--- src/verilog/imf_pkg.sv ---
/*
  Package of the IMU field framer: register map, timing counts, mode and
  unit encodings, carriers and the framer state record.
  Assumes a 40 MHz APB clock and a 2000 samples/s internal sample rate.
*/
package imf_pkg;

  // ----------------------------------------------------------------------
  // Timing
  // ----------------------------------------------------------------------
  localparam int CLK_NS     = 25;
  localparam int US_NS      = 1000;
  localparam int US_CYC     = US_NS / CLK_NS;
  localparam int SAMPLE_NS  = 500000;              // 2000 samples/s
  localparam int SAMPLE_CYC = SAMPLE_NS / CLK_NS;

  // ----------------------------------------------------------------------
  // Register map (byte addresses) and command bits
  // ----------------------------------------------------------------------
  localparam logic [7:0] OFF_CTRL   = 8'h00;
  localparam logic [7:0] OFF_CMD    = 8'h04;
  localparam logic [7:0] OFF_STATUS = 8'h08;
  localparam logic [7:0] OFF_BIAS_X = 8'h0c;
  localparam logic [7:0] OFF_BIAS_Y = 8'h10;
  localparam logic [7:0] OFF_BIAS_Z = 8'h14;
  localparam int CMD_SVC       = 0;
  localparam int CMD_UTIL      = 1;
  localparam int CMD_EXIT_NORM = 2;
  localparam int CMD_EXIT_INIT = 3;
  localparam int CMD_SAVE      = 4;
  localparam int CMD_SHOT      = 5;

  // ----------------------------------------------------------------------
  // Arithmetic constants
  // ----------------------------------------------------------------------
  // 9.80665 m/s2 * 2^22 / 2^19 / 2000 in Q16: g-counts to velocity counts
  localparam logic [12:0]  VEL_K      = 13'h0a0b;
  localparam int           VEL_FRAC   = 16;
  localparam int           FILT_SHIFT = 4;
  localparam logic [24:0]  PPS_ONE    = 25'h0400000;   // 1.0 at 2^22
  localparam logic [23:0]  PPS_US_MAX = 24'h7fffff;
  localparam logic [15:0]  LAT_MAX    = 16'hffff;
  localparam logic [7:0]   CRC_POLY   = 8'h07;
  localparam logic [7:0]   CRC_INIT   = 8'h00;
  localparam logic [7:0]   ASCII_0    = 8'h30;
  localparam logic [7:0]   ASCII_A10  = 8'h57;
  localparam logic [5:0]   HEAD_NIB   = 6'h18;         // 3 axes + pps
  localparam int           FRAME_W    = 144;

  // ----------------------------------------------------------------------
  // Types
  // ----------------------------------------------------------------------
  typedef enum logic [1:0] {
    MODE_INIT = 2'b00, MODE_NORMAL = 2'b01,
    MODE_SERVICE = 2'b10, MODE_UTILITY = 2'b11
  } imf_mode_t;

  typedef enum logic [1:0] {
    ACC_PLAIN = 2'b00, ACC_INCR = 2'b01, ACC_AVG = 2'b10, ACC_INTEG = 2'b11
  } imf_acc_unit_t;

  typedef enum logic [1:0] {
    PPS_T0 = 2'b00, PPS_T1 = 2'b01, PPS_FILT = 2'b10, PPS_RSVD = 2'b11
  } imf_pps_unit_t;

  typedef struct packed {
    logic [2:0]    rate_shift;   // n = 2^rate_shift samples per frame
    logic          cnt16;
    logic          temp_en;
    imf_pps_unit_t pps_unit;
    imf_acc_unit_t acc_unit;
  } imf_cfg_t;
  localparam int       CFG_W   = $bits(imf_cfg_t);
  localparam imf_cfg_t CFG_RST = '{rate_shift: 3'h2, cnt16: 1'b1,
                                   temp_en: 1'b1, pps_unit: PPS_T0,
                                   acc_unit: ACC_PLAIN};

  typedef struct packed {
    logic      shot;
    logic      busy;
    imf_mode_t mode;
  } imf_status_t;

  // Compensated sensor samples, accel in g at 2^19 counts/g
  typedef struct packed {
    logic [2:0][23:0] accel;
    logic [15:0]      temp;
    logic             pps;
  } imf_sensor_t;

  typedef struct packed {
    imf_mode_t        mode;
    imf_cfg_t         cfg;
    imf_cfg_t         saved;
    logic [2:0][23:0] bias;
    logic [15:0]      div;
    logic [5:0]       us_div;
    logic [7:0]       ncnt;
    logic [2:0][39:0] inc;
    logic [2:0][39:0] integ;
    logic [2:0][31:0] avg;
    logic             pps_prev;
    logic [23:0]      pps_us;
    logic [23:0]      filt;
    logic [15:0]      cnt;
    logic [15:0]      lat;
    logic [FRAME_W-1:0] sh;
    logic [5:0]       nib;
    logic             ascii;
    logic             crc_on;
    logic [7:0]       crc;
    logic             shot;
    logic             info;
    logic             ack;
  } imf_state_t;

endpackage

--- src/verilog/imf_framer.sv ---
/*
  IMU field framer: accumulates compensated accelerometer samples, encodes
  the measurement fields MSB first into a byte stream and runs the mode
  control (init, normal, service, utility) behind an APB register slave.
  Assumes all inputs synchronous to pclk and a byte sink that may stall.
*/
// Implementation choices: register access over APB and the register addresses.
`timescale 1ns/1ps

module imf_framer #(
  parameter int SAMPLE_CYC = imf_pkg::SAMPLE_CYC,
  parameter int ADDR_W     = 8
) (
  input  wire logic                 pclk,
  input  wire logic                 presetn,
  input  wire logic                 psel,
  input  wire logic                 penable,
  input  wire logic                 pwrite,
  input  wire logic [ADDR_W-1:0]    paddr,
  input  wire logic [31:0]          pwdata,
  output logic      [31:0]          prdata,
  output logic                      pready,
  output logic                      pslverr,
  input  wire imf_pkg::imf_sensor_t sens,
  input  wire logic                 ext_reset,
  output logic      [7:0]           tx_data,
  output logic                      tx_valid,
  input  wire logic                 tx_ready,
  output logic                      info_report,
  output logic                      mode_ack,
  output imf_pkg::imf_mode_t        mode
);

  // ----------------------------------------------------------------------
  // Helpers
  // ----------------------------------------------------------------------
  function automatic logic [7:0] hex_char(input logic [3:0] n);
    logic [7:0] base;
    base = (n < 4'ha) ? imf_pkg::ASCII_0 : imf_pkg::ASCII_A10;
    return base + {4'h0, n};
  endfunction

  // Bitwise CRC-8, MSB first
  function automatic logic [7:0] crc8(input logic [7:0] c,
                                      input logic [7:0] d);
    logic [7:0] r;
    r = c ^ d;
    for (int b = 0; b < 8; b++) begin
      r = r[7] ? ((r << 1) ^ imf_pkg::CRC_POLY) : (r << 1);
    end
    return r;
  endfunction

  imf_pkg::imf_state_t st_ff;
  imf_pkg::imf_state_t nxt_st;

  logic                 us_tick;
  logic                 smp_tick;
  logic                 tx_tick;
  logic                 fire;
  logic                 wr_en;
  logic                 cmd_wr;
  logic                 mapped;
  logic                 pps_edge;
  logic [7:0]           n_last;
  logic [7:0]           tx_byte;
  logic [47:0]          tail;
  logic [5:0]           len_nib;
  logic [2:0][23:0]     adj;
  logic [2:0][23:0]     field;
  logic signed [39:0]   prod    [3];
  logic [39:0]          inc_n   [3];
  logic [39:0]          integ_n [3];
  logic [31:0]          avg_n   [3];
  logic signed [31:0]   avg_sh  [3];
  logic [23:0]          pps_f;
  logic [imf_pkg::FRAME_W-1:0] frame;

  // ----------------------------------------------------------------------
  // Ticks and bus decode
  // ----------------------------------------------------------------------
  // Divider enables: 1 us and the 2000/s internal sample
  assign us_tick  = st_ff.us_div == 6'(imf_pkg::US_CYC - 1);
  assign smp_tick = st_ff.div == 16'(SAMPLE_CYC - 1);
  assign n_last   = (8'h01 << st_ff.cfg.rate_shift) - 8'h01;
  // At or past the end: a smaller rate written mid-window must not leave
  // the window counter running on to its wrap before the next frame
  assign tx_tick  = smp_tick && (st_ff.ncnt >= n_last);
  assign wr_en    = psel && penable && pwrite;
  assign cmd_wr   = wr_en && (paddr == imf_pkg::OFF_CMD);
  assign mapped   = paddr inside {imf_pkg::OFF_CTRL, imf_pkg::OFF_CMD,
                                  imf_pkg::OFF_STATUS, imf_pkg::OFF_BIAS_X,
                                  imf_pkg::OFF_BIAS_Y, imf_pkg::OFF_BIAS_Z};
  assign pready   = 1'b1;
  assign pslverr  = psel && penable && !mapped;

  // Read mux; unmapped and command addresses read as zero
  always_comb begin
    imf_pkg::imf_status_t s;
    s = '{shot: st_ff.shot, busy: st_ff.nib != 6'h00, mode: st_ff.mode};
    case (paddr)
      imf_pkg::OFF_CTRL:   prdata = {{(32-imf_pkg::CFG_W){1'b0}}, st_ff.cfg};
      imf_pkg::OFF_STATUS: prdata = {{(32-$bits(s)){1'b0}}, s};
      imf_pkg::OFF_BIAS_X: prdata = {8'h00, st_ff.bias[0]};
      imf_pkg::OFF_BIAS_Y: prdata = {8'h00, st_ff.bias[1]};
      imf_pkg::OFF_BIAS_Z: prdata = {8'h00, st_ff.bias[2]};
      default:             prdata = 32'h0000_0000;
    endcase
  end

  // ----------------------------------------------------------------------
  // Per-axis field arithmetic
  // ----------------------------------------------------------------------
  // Trim is in g like the compensated sample, so it is added before any
  // velocity scaling; that keeps it in g for every output unit.
  for (genvar i = 0; i < 3; i++) begin : g_axis
    assign adj[i]     = sens.accel[i] + st_ff.bias[i];
    assign prod[i]    = $signed(adj[i]) * $signed({1'b0, imf_pkg::VEL_K});
    assign inc_n[i]   = st_ff.inc[i] + prod[i];
    assign integ_n[i] = st_ff.integ[i] + prod[i];
    assign avg_n[i]   = st_ff.avg[i] + 32'($signed(adj[i]));
    assign avg_sh[i]  = $signed(avg_n[i]) >>> st_ff.cfg.rate_shift;
    // Top 24 bits of the Q16 sums: 2^22 per m/s, the wrap is silent
    assign field[i] =
      (st_ff.cfg.acc_unit == imf_pkg::ACC_INCR)  ? inc_n[i][39:16] :
      (st_ff.cfg.acc_unit == imf_pkg::ACC_AVG)   ? avg_sh[i][23:0] :
      (st_ff.cfg.acc_unit == imf_pkg::ACC_INTEG) ? integ_n[i][39:16] :
                                                   adj[i];
  end

  // ----------------------------------------------------------------------
  // Frame assembly
  // ----------------------------------------------------------------------
  assign pps_f = (st_ff.cfg.pps_unit == imf_pkg::PPS_FILT) ?
                 st_ff.filt : st_ff.pps_us;
  // Tail fields packed MSB first, left aligned
  always_comb begin
    case ({st_ff.cfg.temp_en, st_ff.cfg.cnt16})
      2'b11:   tail = {sens.temp, st_ff.cnt, st_ff.lat};
      2'b10:   tail = {sens.temp, st_ff.cnt[7:0], st_ff.lat, 8'h00};
      2'b01:   tail = {st_ff.cnt, st_ff.lat, 16'h0000};
      default: tail = {st_ff.cnt[7:0], st_ff.lat, 24'h00_0000};
    endcase
  end
  assign len_nib = imf_pkg::HEAD_NIB + 6'h04
                 + (st_ff.cfg.temp_en ? 6'h04 : 6'h00)
                 + (st_ff.cfg.cnt16 ? 6'h04 : 6'h02);
  assign frame = {field[0], field[1], field[2], pps_f, tail};

  // Byte stream; ASCII mode spends one character per nibble
  assign tx_byte  = st_ff.sh[143:136];
  assign tx_valid = st_ff.nib != 6'h00;
  assign fire     = tx_valid && tx_ready;
  assign tx_data  = st_ff.ascii ? hex_char(st_ff.sh[143:140]) : tx_byte;
  assign pps_edge = (st_ff.cfg.pps_unit == imf_pkg::PPS_T1) ?
                    (sens.pps && !st_ff.pps_prev) :
                    (!sens.pps && st_ff.pps_prev);

  // ----------------------------------------------------------------------
  // Next state
  // ----------------------------------------------------------------------
  always_comb begin
    nxt_st      = st_ff;
    nxt_st.info = 1'b0;
    nxt_st.ack  = 1'b0;
    // Dividers
    nxt_st.us_div = us_tick ? 6'h00 : st_ff.us_div + 6'h01;
    nxt_st.div    = smp_tick ? 16'h0000 : st_ff.div + 16'h0001;
    // Age of the oldest sample in the window, saturating
    if (tx_tick) begin
      nxt_st.lat = 16'h0000;
    end else if (us_tick && st_ff.lat != imf_pkg::LAT_MAX) begin
      nxt_st.lat = st_ff.lat + 16'h0001;
    end
    // Microseconds since the chosen pps edge was detected, saturating
    nxt_st.pps_prev = sens.pps;
    if (pps_edge) begin
      nxt_st.pps_us = 24'h00_0000;
    end else if (us_tick && st_ff.pps_us != imf_pkg::PPS_US_MAX) begin
      nxt_st.pps_us = st_ff.pps_us + 24'h00_0001;
    end
    // Accumulation keeps running in every mode
    if (smp_tick) begin
      nxt_st.filt = 24'($signed({1'b0, st_ff.filt})
                  + (($signed(sens.pps ? imf_pkg::PPS_ONE : 25'h0)
                  - $signed({1'b0, st_ff.filt})) >>> imf_pkg::FILT_SHIFT));
      for (int i = 0; i < 3; i++) begin
        nxt_st.integ[i] = integ_n[i];
        nxt_st.inc[i]   = tx_tick ? 40'h0 : inc_n[i];
        nxt_st.avg[i]   = tx_tick ? 32'h0 : avg_n[i];
      end
      nxt_st.ncnt = tx_tick ? 8'h00 : st_ff.ncnt + 8'h01;
      if (tx_tick) begin
        nxt_st.cnt = st_ff.cnt + 16'h0001;
      end
    end
    // Shift out; a CRC byte follows utility-mode responses
    if (fire) begin
      if (st_ff.ascii) begin
        nxt_st.sh  = st_ff.sh << 4;
        nxt_st.nib = st_ff.nib - 6'h01;
      end else begin
        nxt_st.sh  = st_ff.sh << 8;
        nxt_st.nib = st_ff.nib - 6'h02;
        nxt_st.crc = crc8(st_ff.crc, tx_byte);
        if (st_ff.nib == 6'h02 && st_ff.crc_on) begin
          nxt_st.sh     = {crc8(st_ff.crc, tx_byte), 136'h0};
          nxt_st.nib    = 6'h02;
          nxt_st.crc_on = 1'b0;
        end
      end
    end
    // Frames only in normal mode; elsewhere only on request
    if (tx_tick && !tx_valid &&
        (st_ff.mode == imf_pkg::MODE_NORMAL || st_ff.shot)) begin
      nxt_st.sh     = frame;
      // One character per nibble in ASCII, two nibbles per binary byte,
      // so one nibble count serves both
      nxt_st.nib    = len_nib;
      nxt_st.ascii  = st_ff.mode == imf_pkg::MODE_SERVICE;
      nxt_st.crc_on = st_ff.mode == imf_pkg::MODE_UTILITY;
      nxt_st.crc    = imf_pkg::CRC_INIT;
      nxt_st.shot   = 1'b0;
    end
    // Init leaves for normal at the next internal sample
    if (st_ff.mode == imf_pkg::MODE_INIT && smp_tick) begin
      nxt_st.mode = imf_pkg::MODE_NORMAL;
    end
    // Register writes
    if (wr_en && paddr == imf_pkg::OFF_CTRL) begin
      nxt_st.cfg = pwdata[imf_pkg::CFG_W-1:0];
    end
    if (wr_en && paddr == imf_pkg::OFF_BIAS_X) nxt_st.bias[0] = pwdata[23:0];
    if (wr_en && paddr == imf_pkg::OFF_BIAS_Y) nxt_st.bias[1] = pwdata[23:0];
    if (wr_en && paddr == imf_pkg::OFF_BIAS_Z) nxt_st.bias[2] = pwdata[23:0];
    if (cmd_wr) begin
      if (pwdata[imf_pkg::CMD_SAVE]) nxt_st.saved = st_ff.cfg;
      case (st_ff.mode)
        imf_pkg::MODE_NORMAL: begin
          if (pwdata[imf_pkg::CMD_SVC]) begin
            nxt_st.mode = imf_pkg::MODE_SERVICE;
            nxt_st.info = 1'b1;
          end else if (pwdata[imf_pkg::CMD_UTIL]) begin
            nxt_st.mode = imf_pkg::MODE_UTILITY;
            nxt_st.ack  = 1'b1;
          end
        end
        imf_pkg::MODE_SERVICE, imf_pkg::MODE_UTILITY: begin
          if (pwdata[imf_pkg::CMD_EXIT_NORM]) begin
            nxt_st.mode = imf_pkg::MODE_NORMAL;
          end else if (pwdata[imf_pkg::CMD_EXIT_INIT] &&
                       st_ff.mode == imf_pkg::MODE_SERVICE) begin
            nxt_st.mode = imf_pkg::MODE_INIT;
            nxt_st.cfg  = st_ff.saved;
          end else if (pwdata[imf_pkg::CMD_SHOT]) begin
            nxt_st.shot = 1'b1;
          end
        end
        default: ;
      endcase
    end
    // External reset wins over every field it loads; a same-cycle command still pulses info or ack
    if (ext_reset) begin
      nxt_st.mode  = imf_pkg::MODE_INIT;
      nxt_st.cfg   = st_ff.saved;
      nxt_st.integ = '0;
      nxt_st.inc   = '0;
      nxt_st.avg   = '0;
      nxt_st.ncnt  = 8'h00;
      nxt_st.nib   = 6'h00;
      nxt_st.shot  = 1'b0;
    end
  end

  // State register
  always_ff @(posedge pclk or negedge presetn) begin
    if (!presetn) begin
      st_ff       <= '0;
      st_ff.cfg   <= imf_pkg::CFG_RST;
      st_ff.saved <= imf_pkg::CFG_RST;
      st_ff.mode  <= imf_pkg::MODE_INIT;
    end else begin
      st_ff <= nxt_st;
    end
  end

  assign info_report = st_ff.info;
  assign mode_ack    = st_ff.ack;
  assign mode        = st_ff.mode;

  logic        bus_idle;
  logic [23:0] adj0;
  assign bus_idle = !(psel && penable);
  assign adj0     = adj[0];
endmodule

--- config.mk ---
export PLATFORM = sky130hd
export DESIGN_NAME = imf_framer
export DESIGN_NICKNAME = d
export VERILOG_FILES = /design/src/verilog/imf_pkg.sv /design/src/verilog/imf_framer.sv
export SDC_FILE = /design/constraint.sdc
export NUM_CORES = 2
export LEC_CHECK = 0
export BUFFER_PORTS_ARGS = -buffer_cell sky130_fd_sc_hd__buf_2
export CORE_ASPECT_RATIO = 1.75
export CORE_MARGIN = 5
export CORE_UTILIZATION = 30
export CTS_BUF_LIST = sky130_fd_sc_hd__clkbuf_4 sky130_fd_sc_hd__clkbuf_8
export CTS_CLUSTER_SIZE = 14
export DETAILED_ROUTE_END_ITERATION = 10
export MAX_ROUTING_LAYER = met4
export PLACE_DENSITY = 0.46
export SLEW_MARGIN = 25
export SYNTH_ARGS = -nofsm -noshare
export SYNTH_HDL_FRONTEND = slang
export SYNTH_SLANG_ARGS = --single-unit
--- constraint.sdc ---
create_clock -name pclk -period 9.8 [get_ports pclk]
set_input_delay 0.98 -clock pclk [delete_from_list [all_inputs] [get_ports pclk]]
set_output_delay 0.98 -clock pclk [all_outputs]
set_load 0.03 [all_outputs]
==> qor.yml <==
fp.dieW_um: 374
p_per_area_nw_per_um2: 229
multi_input_area_um2: 49500
fp.coreArea_um2: 232000
ios: 183
drtAntennaViolNets: 0
seqCellArea_um2: 17500
worstPathArrival_ps: 10220
drv_cap: 0
crit_path_frequent_cell: "buf_4"
grt_pass1_vias: 68500
max_freq_mhz: 106
cts.sinks: 699
clock_latency_ps: 940
status: "completed"
r2r_cells: 46
setup_viol: 0
synth_seq_cells: 699
avgSynthCellArea_um2: 8.56
slowest_delay_ps: 500
antenna_found_initial: 14
dr.pass1.iters: 10
crit_slowest_cell: "fa_1"
setup.worst_path.class: "register to register"
mostFrequentLayoutCell: "buf_4"
met1_usage_pct: 23.8
period_needed_ps: 9460
rsz0062_at_grt: "yes"
dpl_cell_area_um2: 82300
path_clk_slew_ps: 60
dp_hpwl_mm: 215
area_delta_synth_final_pct: 24.3
via_count: 65800
drive_gt1_share_pct: 22.5
yosysSeqAreaShare_pct: 25.1
period_share_pct: 96.5
drcViolationCount: 0
synthArstFlopShare_pct: 100
fin_util_pct: 37.4
hold_viol_final: 0
synth_area_um2: 69600
fill_cells: 23900
yosys_warnings: 0
fp.dieArea_um2: 242000
gp_congestion: 0.966
clk_root_buffer_cell: "clkbuf_8"
synth-edff-count: 0
route.final.wire_length_mm: 277
cp_data_required_time_ps: 10570
clock_skew_ps: 86.1
placementRows: 234
io_buffers: 165
synth_cell_types: 118
top_usage_layer: "met2"
cp_max_fo: 4
synthCells: 8136
cts_buffers: 141
grt.met2_usage_pct: 41.4
drtIter0Drc: 4161
grt_max_degree: 160
start_kind: "register"
vias_per_cell: 5.27
htree_levels: 4
synth_ff_type: "dfrtp_1"
worst_pin_slew_ps: 1100
drv_slew: 0
met3_usage_pct: 2.23
slew_headroom_pct: 26.3
grt_use_total_pct: 22.9
cts_buffer_depth: 4
wl_per_cell_um: 22.2
globalRouteOverflowTotal: 0
tritoncts: "done"
floorplan.die.height_um: 647
cp-end-kind: "register"
hp-class: "primary input to async pin"
fin_area_um2: 86500
finalNetCount: 10400
grt_first_pass_wirelength_mm: 417
ir_drop_mv: 0.165
initial_core_util_pct: 30.1
p_leak_nw: 42.6
layout_common_cells: "buf_4, nand2_1, ha_1, dfrtp_1, nor2_1"
## where the power goes
group | total (mW) | internal [mW] | leakage [nW] | switching (mW)
Combinational | 13.5 | 6.34 | 31.5 | 7.18
Clock | 3.34 | 1.81 | 1.52 | 1.52
Sequential | 2.93 | 2.90 | 9.58 | 0.0310
Total | 19.8 | 11.0 | 42.6 | 8.73
## worst paths after layout
path                                              from                      to  slack (ps)
worst max register to register  st_ff[634]$_DFFE_PN0P_  st_ff[138]$_DFFE_PN0P_         340
max in group asynchronous                      presetn  st_ff[486]$_DFFE_PN0P_        7500
min in group pclk                              sens[0]    st_ff[243]$_DFF_PN0_         240
worst max-delay path            st_ff[634]$_DFFE_PN0P_  st_ff[138]$_DFFE_PN0P_         340
worst min register to register    st_ff[609]$_DFF_PN0_    st_ff[609]$_DFF_PN0_         470
worst min-delay path                           presetn  st_ff[388]$_DFFE_PN0P_         140
## Yosys cell counts, drive strengths merged, types with 86 or more instances
cell type,count,share of area [%]
xor2,206,2.7
clkbuf,301,1.6
nor2,647,3.5
dfrtp,693,25
a22o,112,1.4
inv,615,3.3
o211ai,122,1.3
mux2,103,1.7
nand3,105,0.75
nand2,784,4.2
a21o,206,2.2
nor3,111,0.84
ha,772,14
mux2i,102,1.5
xnor2,409,5.2
o21ai,572,4.1
nand2b,86,0.77
a211oi,115,1.3
fa,200,5.8
o21a,93,1.0
a21oi,662,4.8
## cell families after synthesis
kind of cell | count (synthesis) | synth area share (%)
adder cells (fa/ha/maj) | 989 | 19.9
other | 2 | 0.0108
multiplexers | 233 | 4.04
AND/OR/NAND/NOR | 2114 | 13.7
flip-flops | 699 | 25.1
buffers and inverters | 991 | 5.45
XOR/XNOR | 617 | 7.97
AO/OA/AOI/OAI | 2491 | 23.8
## through the flow
stage	power [mW]	hold slack, ps	instances	setup TNS, ps	worst slack, ps
after floorplan	9.71	437	8144	-140	-140
after global placement	16.1	454	12200	-18070	-727
after detailed placement	16.2	460	12200	-22070	-738
after CTS	19.7	119	12500	0	12.2
after global routing	21.2	175	12500	-339	-94.8
final	19.8	137	12500	0	342
## critical path, delay by kind of cell, from the launching register on
kind / cells / cell delay, ps
adders and majority gates: 8 / 2940
AOI/OAI and AO/OA: 15 / 2530
xor gates and xnor gates: 4 / 620
buffers and inverters: 8 / 1040
and+or+nand+nor: 11 / 1690
DFF: 1 / 450
## layout make-up
type	instances	area share, %
Multi-Input combinational cell	6454	57.2
Clock inverter	22	0.233
Timing Repair Buffer	1410	12.1
Inverter	617	2.68
Tap cell	3068	4.44
Clock buffer	210	3.09
Antenna cell	14	0.0405
Sequential cell	699	20.3
## registers in the layout, summed over array words and instances, names as in the netlist
register and flops:
mode 2, st_ff 695, mode_ack 1, info_report 1
## per-layer routing
layer / up-vias / wire length (um)
li1: 31400 / -
met1: 32200 / 103000
met2: 1592 / 142000
met3: 641 / 9730
met4: 0 / 21700
met5: - / 0
## repair_timing
| action | in CTS | in global routing |
|---|---|---|
| buffers inserted | 16 | 20 |
| pin swaps | 12 | 96 |
| resized for setup | 21 | 190 |
| hold buffers | 0 | 0 |
| endpoints found under the hold margin | 0 | 0 |
| endpoints found under the setup margin | 11 | 59 |
Note: power is estimated with default switching activity, not from simulation.
